`src/aou_ctrl_regs.svh`:
```
// register offsets, field positions, reset values and timing counts
// assumes a 20 MHz clock and a 32-bit apb slave with byte addresses
`ifndef AOU_CTRL_REGS_SVH
`define AOU_CTRL_REGS_SVH
`define AOU_OFF_SET1        12'h000
`define AOU_OFF_SET2        12'h004
`define AOU_OFF_CTRL        12'h008
`define AOU_OFF_STAT        12'h00c
`define AOU_OFF_CFG0        12'h010
`define AOU_OFF_BASE        12'h024
`define AOU_CFG_WORDS       5
`define AOU_CFG_OUT_LO      0
`define AOU_CFG_OUT_HI      1
`define AOU_CFG_ALM_LO      2
`define AOU_CFG_ALM_HI      3
`define AOU_CFG_DBAND       4
`define AOU_CTRL_PSEL_LSB   0
`define AOU_CTRL_A1EN_BIT   4
`define AOU_CTRL_A2EN_BIT   5
`define AOU_CTRL_L1EN_BIT   6
`define AOU_CTRL_L2EN_BIT   7
`define AOU_CTRL_INH_BIT    8
`define AOU_DIP_RANGE_BIT   0
`define AOU_DIP_CHAN_BIT    1
`define AOU_DIP_PEN_BIT     2
`define AOU_SET_MAX         12'hfff
`define AOU_CFG_RST_HI      12'hfff
`define AOU_UNIT_MAX        4'h9
`define AOU_RFSH_BASE       100
`define AOU_RFSH_STEP       10
`define AOU_CFGM_BASE       1000
`define AOU_CFGM_STEP       100
`define AOU_CLK_HZ          20000000
`define AOU_PULSE_UNIT_MS   1000
`define AOU_PULSE_STEPS     4096
`define AOU_TICK_CYCLES \
  ((`AOU_CLK_HZ / 1000) * `AOU_PULSE_UNIT_MS / `AOU_PULSE_STEPS)
`endif

```
`src/aou_ctrl_pkg.sv`:
```
// types of the analog output unit control block
// assumes aou_ctrl_regs.svh is on the include path
`default_nettype none
package aou_ctrl_pkg;
`include "aou_ctrl_regs.svh"
  typedef enum logic [2:0]
  {
    ST_INIT = 3'b001,
    ST_RUN  = 3'b010,
    ST_HALT = 3'b100
  } aou_state_e;

  typedef logic [11:0] aou_val_t;

  typedef struct packed
  {
    aou_state_e                              state;
    aou_val_t                                set1;
    aou_val_t                                set2;
    logic [8:0]                              ctrl;
    logic [`AOU_CFG_WORDS-1:0][11:0]         cfg_stage;
    logic [`AOU_CFG_WORDS-1:0][11:0]         cfg_live;
    logic [3:0]                              dip;
    logic [3:0]                              unit;
    logic                                    restart_d;
    logic [3:0]                              alarm;
    logic [15:0]                             tick_cnt;
    logic [4:0]                              step_cnt;
    aou_val_t                                phase;
    aou_val_t                                out1;
    aou_val_t                                out2;
    logic [1:0]                              pulse;
    logic [31:0]                             prdata;
  } aou_state_s;
endpackage : aou_ctrl_pkg
`default_nettype wire

```
`src/aou_ctrl.sv`:
```
// control logic of a two-channel analog output unit
// assumes synchronous switch and flag inputs, apb master on the cpu side
//
// Operation
// [RQ1] run light on when healthy, else halt
// [RQ2] alarm light follows any limit alarm
// [RQ3] one range for both channels
// [RQ4] clamp output to configured limits when enabled
// [RQ5] alarm outside window, output left unchanged
// [RQ6] alarm clears only past deadband
// [RQ7] pulse output on its own terminal
// [RQ8] bases from unit number: 100/10, 1000/100
// [RQ9] unit number zero after reset
// [RQ10] duplicate unit fault stops operation
// [RQ11] unit change acts only after restart
// [RQ12] switch 1 selects output range
// [RQ13] switch 2 selects pulse channel
// [RQ14] switch 3 enables pulse output
// [RQ15] pulse on at most one channel
// [RQ16] installer sets switches before power-up
// [RQ17] setting words, pulse duty from value
// [RQ18] inhibit bit suppresses outputs
// [RQ19] unsigned twelve-bit comparisons
// [RQ20] switches and limits latched at restart
//
// Added by the designer: the APB register port and the placing of the registers.
`default_nettype none
`include "aou_ctrl_regs.svh"
module aou_ctrl
  import aou_ctrl_pkg::*;
#(
  parameter int TICK_CYCLES = `AOU_TICK_CYCLES
)
(
  input  wire logic        clock,
  input  wire logic        nrst,
  input  wire logic        psel,
  input  wire logic        penable,
  input  wire logic        pwrite,
  input  wire logic [11:0] paddr,
  input  wire logic [31:0] pwdata,
  output logic             pready,
  output logic             pslverr,
  output logic [31:0]      prdata,
  input  wire logic [3:0]  unit_switch,
  input  wire logic [3:0]  dip_switch,
  input  wire logic        restart_flag,
  input  wire logic        dup_unit_fault,
  output logic             unit_fault,
  output logic             run_led,
  output logic             alarm_led,
  output logic             range_0_10v,
  output logic             out_enable,
  output logic [11:0]      out1_code,
  output logic [11:0]      out2_code,
  output logic             pulse1,
  output logic             pulse2,
  output logic [1:0]       alarm_upper,
  output logic [1:0]       alarm_lower,
  output logic [7:0]       refresh_base,
  output logic [10:0]      config_base
);

  if (TICK_CYCLES < 1 || TICK_CYCLES > 65535)
  begin : tick_range_chk
    $error("TICK_CYCLES out of range");
  end

  ////////////////////////////////////////////////////////////////////////
  // unsigned helpers shared by both channels

  function automatic aou_val_t clamp_val(aou_val_t v, aou_val_t lo,
                                         aou_val_t hi, logic en);
    aou_val_t r;
    r = v;
    if (en && v > hi)
      r = hi;
    else if (en && v < lo)
      r = lo;
    return r;
  endfunction : clamp_val

  // returns {upper, lower}; set beats clear so an edge is never lost
  function automatic logic [1:0] alarm_val(logic [1:0] cur, aou_val_t v,
                                           aou_val_t lo, aou_val_t hi,
                                           aou_val_t db, logic en);
    logic [12:0] hi_clr;
    logic [12:0] lo_clr;
    logic [1:0]  r;
    hi_clr = {1'b0, hi} - {1'b0, db};
    lo_clr = {1'b0, lo} + {1'b0, db};
    r = cur;
    if (!en)
      r = 2'b00;
    else
    begin
      if (v > hi)
        r[1] = 1'b1;
      else if ({1'b0, v} <= hi_clr || hi_clr[12])
        r[1] = 1'b0;
      if (v < lo)
        r[0] = 1'b1;
      else if ({1'b0, v} >= lo_clr)
        r[0] = 1'b0;
    end
    return r;
  endfunction : alarm_val

  ////////////////////////////////////////////////////////////////////////
  // state

  aou_state_s r_reg;
  aou_state_s r_next;

  logic       restart_evt;
  logic       setting_err;
  logic       healthy;
  logic       inhibit;
  logic [4:0] period_mult;
  logic       step_tick;
  logic [2:0] psel_code;

  assign restart_evt = restart_flag && !r_reg.restart_d;
  // [RQ19] unsigned limit order check
  assign setting_err = (r_reg.cfg_live[`AOU_CFG_OUT_LO] >
                        r_reg.cfg_live[`AOU_CFG_OUT_HI]) ||
                       (r_reg.cfg_live[`AOU_CFG_ALM_LO] >
                        r_reg.cfg_live[`AOU_CFG_ALM_HI]);
  assign inhibit     = r_reg.ctrl[`AOU_CTRL_INH_BIT];
  assign psel_code   = r_reg.ctrl[`AOU_CTRL_PSEL_LSB +: 3];
  assign healthy     = (r_reg.state == ST_RUN);
  assign step_tick   = (r_reg.tick_cnt == 16'(TICK_CYCLES - 1));

  always_comb
  begin
    case (psel_code)
      3'h0:    period_mult = 5'h01;
      3'h1:    period_mult = 5'h02;
      3'h2:    period_mult = 5'h05;
      3'h3:    period_mult = 5'h0a;
      3'h4:    period_mult = 5'h14;
      default: period_mult = 5'h01;
    endcase
  end

  always_comb
  begin
    r_next = r_reg;
    r_next.restart_d = restart_flag;
    r_next.prdata = 32'h0000_0000;

    // register writes land on the access cycle
    if (psel && penable && pwrite)
    begin
      case (paddr)
        // [RQ17] setting words
        `AOU_OFF_SET1: r_next.set1 = pwdata[11:0];
        `AOU_OFF_SET2: r_next.set2 = pwdata[11:0];
        `AOU_OFF_CTRL: r_next.ctrl = pwdata[8:0];
        default:
        begin
          for (int i = 0; i < `AOU_CFG_WORDS; i++)
            if (paddr == 12'(`AOU_OFF_CFG0 + 4 * i))
              r_next.cfg_stage[i] = pwdata[11:0];
        end
      endcase
    end

    // read data is captured in the setup cycle so it comes from a flop
    if (psel && !penable && !pwrite)
    begin
      case (paddr)
        `AOU_OFF_SET1: r_next.prdata = {20'h00000, r_reg.set1};
        `AOU_OFF_SET2: r_next.prdata = {20'h00000, r_reg.set2};
        `AOU_OFF_CTRL: r_next.prdata = {23'h000000, r_reg.ctrl};
        `AOU_OFF_STAT:
          r_next.prdata = {23'h000000, r_reg.state, healthy, r_reg.alarm,
                           setting_err};
        `AOU_OFF_BASE:
          r_next.prdata = {5'h00, config_base, 8'h00, refresh_base};
        default:
        begin
          for (int i = 0; i < `AOU_CFG_WORDS; i++)
            if (paddr == 12'(`AOU_OFF_CFG0 + 4 * i))
              r_next.prdata = {20'h00000, r_reg.cfg_stage[i]};
        end
      endcase
    end

    case (r_reg.state)
      ST_INIT:
      begin
        // [RQ20] switches and limits taken once per start
        // [RQ16] switches are trusted as set before start-up
        // [RQ11] new unit number only taken here
        r_next.dip      = dip_switch;
        r_next.unit     = unit_switch;
        r_next.cfg_live = r_reg.cfg_stage;
        r_next.alarm    = 4'h0;
        r_next.state    = ST_RUN;
      end
      ST_RUN:
      begin
        // [RQ1] abnormal operation stops the unit
        // [RQ10] duplicate unit number halts as well
        if (dup_unit_fault || setting_err || r_reg.unit > `AOU_UNIT_MAX)
          r_next.state = ST_HALT;
      end
      ST_HALT:
        r_next.state = ST_HALT;
      default:
        r_next.state = ST_HALT;
    endcase
    if (restart_evt)
      r_next.state = ST_INIT;

    // [RQ4] clamp to the live limits
    r_next.out1 = clamp_val(r_reg.set1, r_reg.cfg_live[`AOU_CFG_OUT_LO],
                            r_reg.cfg_live[`AOU_CFG_OUT_HI],
                            r_reg.ctrl[`AOU_CTRL_L1EN_BIT]);
    r_next.out2 = clamp_val(r_reg.set2, r_reg.cfg_live[`AOU_CFG_OUT_LO],
                            r_reg.cfg_live[`AOU_CFG_OUT_HI],
                            r_reg.ctrl[`AOU_CTRL_L2EN_BIT]);

    // [RQ5] alarms only observe the output value
    // [RQ6] deadband delays the clear
    if (healthy)
    begin
      r_next.alarm[1:0] = alarm_val(r_reg.alarm[1:0], r_reg.out1,
        r_reg.cfg_live[`AOU_CFG_ALM_LO], r_reg.cfg_live[`AOU_CFG_ALM_HI],
        r_reg.cfg_live[`AOU_CFG_DBAND], r_reg.ctrl[`AOU_CTRL_A1EN_BIT]);
      r_next.alarm[3:2] = alarm_val(r_reg.alarm[3:2], r_reg.out2,
        r_reg.cfg_live[`AOU_CFG_ALM_LO], r_reg.cfg_live[`AOU_CFG_ALM_HI],
        r_reg.cfg_live[`AOU_CFG_DBAND], r_reg.ctrl[`AOU_CTRL_A2EN_BIT]);
    end

    // pulse timebase: one phase step per tick*mult, 4096 steps a period
    r_next.tick_cnt = step_tick ? 16'h0000 : r_reg.tick_cnt + 16'h0001;
    if (step_tick)
    begin
      if (r_reg.step_cnt >= period_mult - 5'h01)
      begin
        r_next.step_cnt = 5'h00;
        r_next.phase    = r_reg.phase + 12'h001;
      end
      else
        r_next.step_cnt = r_reg.step_cnt + 5'h01;
    end

    // [RQ7] pulse drives its own terminal pair
    // [RQ13] switch 2 picks the channel
    // [RQ14] switch 3 gates the pulse
    // [RQ15] only one of the two bits can ever be set
    r_next.pulse = 2'b00;
    if (healthy && !inhibit && r_reg.dip[`AOU_DIP_PEN_BIT])
    begin
      if (r_reg.dip[`AOU_DIP_CHAN_BIT])
        r_next.pulse[1] = r_reg.phase < r_reg.set2;
      else
        r_next.pulse[0] = r_reg.phase < r_reg.set1;
    end
  end

  always_ff @(posedge clock or negedge nrst)
  begin
    if (!nrst)
    begin
      r_reg       <= '0;
      // [RQ9] unit zero until the first sample
      r_reg.unit  <= 4'h0;
      r_reg.state <= ST_INIT;
      for (int i = 0; i < `AOU_CFG_WORDS; i++)
      begin
        r_reg.cfg_stage[i] <= 12'h000;
        r_reg.cfg_live[i]  <= 12'h000;
      end
      r_reg.cfg_stage[`AOU_CFG_OUT_HI] <= `AOU_CFG_RST_HI;
      r_reg.cfg_stage[`AOU_CFG_ALM_HI] <= `AOU_CFG_RST_HI;
      r_reg.cfg_live[`AOU_CFG_OUT_HI]  <= `AOU_CFG_RST_HI;
      r_reg.cfg_live[`AOU_CFG_ALM_HI]  <= `AOU_CFG_RST_HI;
    end
    else
      r_reg <= r_next;
  end

  ////////////////////////////////////////////////////////////////////////
  // outputs

  assign pready  = 1'b1;
  assign pslverr = 1'b0;
  assign prdata  = r_reg.prdata;
  assign unit_fault  = dup_unit_fault;
  assign run_led     = healthy;
  // [RQ2] alarm light from the alarm flags
  assign alarm_led   = |r_reg.alarm;
  // [RQ3] one range pin serves both channels
  // [RQ12] switch 1 picks the range
  assign range_0_10v = r_reg.dip[`AOU_DIP_RANGE_BIT];
  // [RQ18] inhibit and halt both drop the outputs
  assign out_enable  = healthy && !inhibit;
  // the pulse channel still carries its analog code; the range pin decides
  assign out1_code   = out_enable ? r_reg.out1 : 12'h000;
  assign out2_code   = out_enable ? r_reg.out2 : 12'h000;
  assign pulse1      = r_reg.pulse[0];
  assign pulse2      = r_reg.pulse[1];
  assign alarm_upper = {r_reg.alarm[3], r_reg.alarm[1]};
  assign alarm_lower = {r_reg.alarm[2], r_reg.alarm[0]};
  // [RQ8] word bases from the latched unit number
  assign refresh_base = 8'(`AOU_RFSH_BASE + `AOU_RFSH_STEP * r_reg.unit);
  assign config_base  = 11'(`AOU_CFGM_BASE + `AOU_CFGM_STEP * r_reg.unit);
endmodule : aou_ctrl
`default_nettype wire

```
`config.mk`:
```
export PLATFORM = sky130hd
export DESIGN_NAME = aou_ctrl
export DESIGN_NICKNAME = d
export VERILOG_FILES = /design/src/aou_ctrl_pkg.sv /design/src/aou_ctrl.sv
export VERILOG_INCLUDE_DIRS = /design/src /design/src/src
export SDC_FILE = /design/constraint.sdc
export NUM_CORES = 1
export LEC_CHECK = 0
export BUFFER_PORTS_ARGS = -buffer_cell sky130_fd_sc_hd__buf_4
export CAP_MARGIN = 5
export CORE_MARGIN = 5
export CORE_UTILIZATION = 60
export CTS_BUF_LIST = sky130_fd_sc_hd__clkbuf_4
export CTS_CLUSTER_DIAMETER = 60
export DETAILED_ROUTE_END_ITERATION = 8
export GPL_TIMING_DRIVEN = 0
export PLACE_DENSITY = 0.83
export SYNTH_ARGS = -nofsm -noshare
export SYNTH_HDL_FRONTEND = slang
export SYNTH_SLANG_ARGS = --single-unit
export TNS_END_PERCENT = 50
```
`constraint.sdc`:
```
create_clock -name clock -period 8.5 [get_ports clock]
set_input_delay 1.275 -clock clock [delete_from_list [all_inputs] [get_ports clock]]
set_output_delay 1.275 -clock clock [all_outputs]
set_load 0.1 [all_outputs]
```
==> results.py <==
metrics = {
    "hold_path": {
        "timing.hold.worst.class": "reg -> reg",
    },
    "setup_path": {
        "reg2reg_to": "alarm_upper[1]",
        "start_kind": "flip-flop",
        "cp.depth": 10,
        "reg2reg_setup_slack_ps": 4530,
        "worst-path-buf-inv": 3,
        "path_max_fanout": 9,
        "cp-endpoint": "config_base[9]",
        "crit_path_top_delay_cell": "dfrtp_1",
        "cp.required_ps": 7220,
        "launch_point_of_the_critical_path": "r_reg[97]",
        "crit_arrival_ps": 3660,
        "timing.critical_path.to_type": "output pin",
        "cpLargestDelayFamily": "adder cells",
        "path_cells": "inv_1, ha_1, ha_1, inv_1, fa_1, nand2_1, mux2i_1, a22oi_1, xnor2_1, buf_4",
        "timing.setup.critical_path_class": "reg -> out",
        "regToRegStartpoint": "r_reg[140]",
        "worst-r2r-cell-count": 17,
        "worst_path_largest_cell_delay_ps": 550,
    },
    "power": {
        "power.density_mw_per_mm2": 169,
        "ir_drop_uv": 159,
        "leakage_component_of_the_power_nw": 9.45,
    },
    "place": {
        "dp_worst_setup_slack_ps": 4320,
        "port_buffers": 106,
        "place.gp.congestion": 1.00,
        "hpwl_um": 39800,
    },
    "synthesis": {
        "predominant_post_synthesis_flop_cell": "dfrtp_1",
        "yosysTopAreaCell": "dfrtp_1",
        "synth.top_cells.by_area": "dfrtp_1, ha_1, dfstp_2, mux2_2, mux2i_1",
        "post_synth_num_cell_types": 74,
        "register_bit_count_reported_by_yosys": 248,
        "post-synth-top-area-fraction_pct": 29.4,
        "postSynthCellCount": 1631,
        "mappedNetlistArea_mm2": 0.0169,
        "synth_sequential_area_ratio_pct": 37.0,
        "yosysWarningCount": 0,
        "syn_area_per_cell_um2": 10.4,
        "synth_enable_flop_cells": 0,
        "synth-async-reset-ratio_pct": 100,
    },
    "floorplan": {
        "dieArea_mm2": 0.0317,
        "floorplan.core_area_mm2": 0.0278,
        "die-width_um": 178,
        "std_cell_rows": 61,
        "initial_utilization_pct": 60.9,
        "io_pins": 147,
        "die_height_um": 178,
    },
    "timing": {
        "finalClockSkew_ps": 60.5,
        "slew_at_the_pin_closest_to_its_max_slew_limit_ps": 1080,
        "final.min_clock_period_ps": 4940,
        "final_min_period_over_clock_period_pct": 58.1,
        "timing.final.max_slew_violations": 0,
        "setup_violations": 0,
        "setup_tns_ps": 0,
        "finalHoldViolations": 0,
        "rsz_0062_raised_after_global_routing": "no",
        "clock.fmax_mhz": 203,
        "slew_headroom_pct": 28.2,
        "timing.final.ws_setup_ps": 3560,
    },
    "clock_network": {
        "holdBufCountCts": 0,
        "tritoncts": "done",
        "clock_insertion_delay_worst_skew_ps": 690,
        "worst_setup_hold_path_clk_slew_ps": 60,
        "post-cts-setup-buffer-count": 0,
        "number_of_sinks_on_the_clock_net": 248,
        "post_cts.resized_instances": 0,
        "clockBufferDepth": 3,
        "cts-buffers-inserted": 67,
        "cts_max_level": 3,
        "cts.root.buffer_cell": "clkbuf_4",
    },
    "cells_and_area": {
        "share_of_post_route_cells_with_drive_strength_above_1_pct": 25.3,
        "register_area_mm2": 0.00627,
        "nNetsFinal": 2118,
        "layout-area-overhead-vs-synth_pct": 13.5,
        "final_common_cell": "ha_1",
        "final_cell_mix": "ha_1, dfrtp_1, buf_4",
        "largest_reg_flops": 216,
        "multi_input_area_mm2": 0.00974,
        "fill_cells": 2096,
    },
    "detailed_routing": {
        "drt_iter0_drc": 1137,
        "post-route-drc-count": 1,
        "avgViaCountPerCell": 6.16,
        "finalWirelength_um": 51900,
        "num_vias": 13900,
        "final_antenna_net_count": 0,
        "detail_route.wl_per_cell_um": 23.0,
        "drt_first_pass_iters": 7,
    },
    "grt": {
        "wire_length_of_the_first_global_routing_pass_um": 79500,
        "grt_pass1_vias": 14300,
        "globalRoute.totalOverflow": 0,
        "pin_count_of_the_biggest_net_entering_global_routing": 110,
        "antenna_found_initial": 3,
        "grt_usage_pct": 32.9,
    },
    "outcome": {
        "status": "complete, but fails checks",
        "violated_checks": "design-rule violations",
    },
    "run": {
        "maxCapViolCount": 0,
    },
}
## layout make-up
| type | count | share of cell area [%] |
|---|---|---|
| plain buffers | 90 | 2.83 |
| clock inverters | 21 | 0.652 |
| repair buffers | 108 | 4.47 |
| diodes | 1 | 0.0130 |
| well taps | 378 | 2.46 |
| inverters | 113 | 2.21 |
| flip-flops and latches | 248 | 32.6 |
| multi-input cells | 1194 | 50.7 |
| clock buffers | 103 | 4.03 |
## where the power goes
group | internal [mW] | total, mW | switching, mW | leakage (nW)
logic | 0.212 | 0.928 | 0.716 | 5.67
registers | 1.19 | 1.21 | 0.0216 | 3.25
clock network | 0.588 | 1.11 | 0.521 | 0.526
## worst min path at each step
stage | startpoint | end | slack [ps] | cells after the start
4_1_cts | r_reg[95] | r_reg[257] | 410 | 1
3_5_place_dp | r_reg[95] | r_reg[257] | 440 | 1
2_1_floorplan | r_reg[95] | r_reg[257] | 360 | 1
3_3_place_gp | r_reg[95] | r_reg[257] | 420 | 1
6_report | r_reg[95] | r_reg[257] | 410 | 1
5_1_grt | r_reg[95] | r_reg[257] | 450 | 1
## synthesized netlist by cell type (8+ instances only)
master and n:
inv_1 113, o21a_1 14, nand2_1 111, a21oi_1 80
mux2_2 103, and2_1 21, nand2b_1 26, nand3_1 28
dfrtp_1 199, buf_1 8, nand4_1 33, xnor2_1 34
buf_4 46, a21o_1 48, mux4_2 19, clkbuf_1 19
dfstp_2 49, and4_1 9, buf_2 15, nor2b_1 21
o21ai_0 100, nor2_1 58, xor2_1 24, and3_1 13
a31oi_1 8, mux2i_1 50, ha_1 233, a22oi_1 19
nor3_1 22
## logic make-up (layout without fill, tap and decap cells)
logic type / Yosys count / after routing / share of synthesized area [%]
AOI/OAI and AO/OA: 331 / 331 / 12.2
xor gates and xnor gates: 60 / 60 / 3.26
adders and majority gates: 237 / 237 / 17.7
buffers and inverters: 203 / 435 / 5.72
DFF: 248 / 248 / 37.0
muxes: 172 / 172 / 12.3
other: 2 / 17 / 0.0444
and+or+nand+nor: 378 / 378 / 11.6
## per-layer routing
| layer | global-route usage, % | routed length (µm) | up-vias |
|---|---|---|---|
| li1 | - | - | 6261 |
| met5 | 0 | 31 | - |
| met4 | 21.1 | 3650 | 2 |
| met1 | 40.7 | 19500 | 6720 |
| met2 | 51.4 | 23700 | 699 |
| met3 | 8.16 | 4980 | 208 |
## stage by stage
stage	power [mW]	hold WS, ps	std cells	area, µm²	util, %
floorplan	1.94	364	1645	17000	-
global placement	2.14	419	2129	18200	65.7
detailed placement	2.16	440	2131	18300	65.9
CTS	3.26	414	2255	19200	69.1
global route	3.38	450	2256	19200	69.1
finish	3.25	409	2256	19200	69.1
No activity file was read; power rests on OpenSTA's default activity.
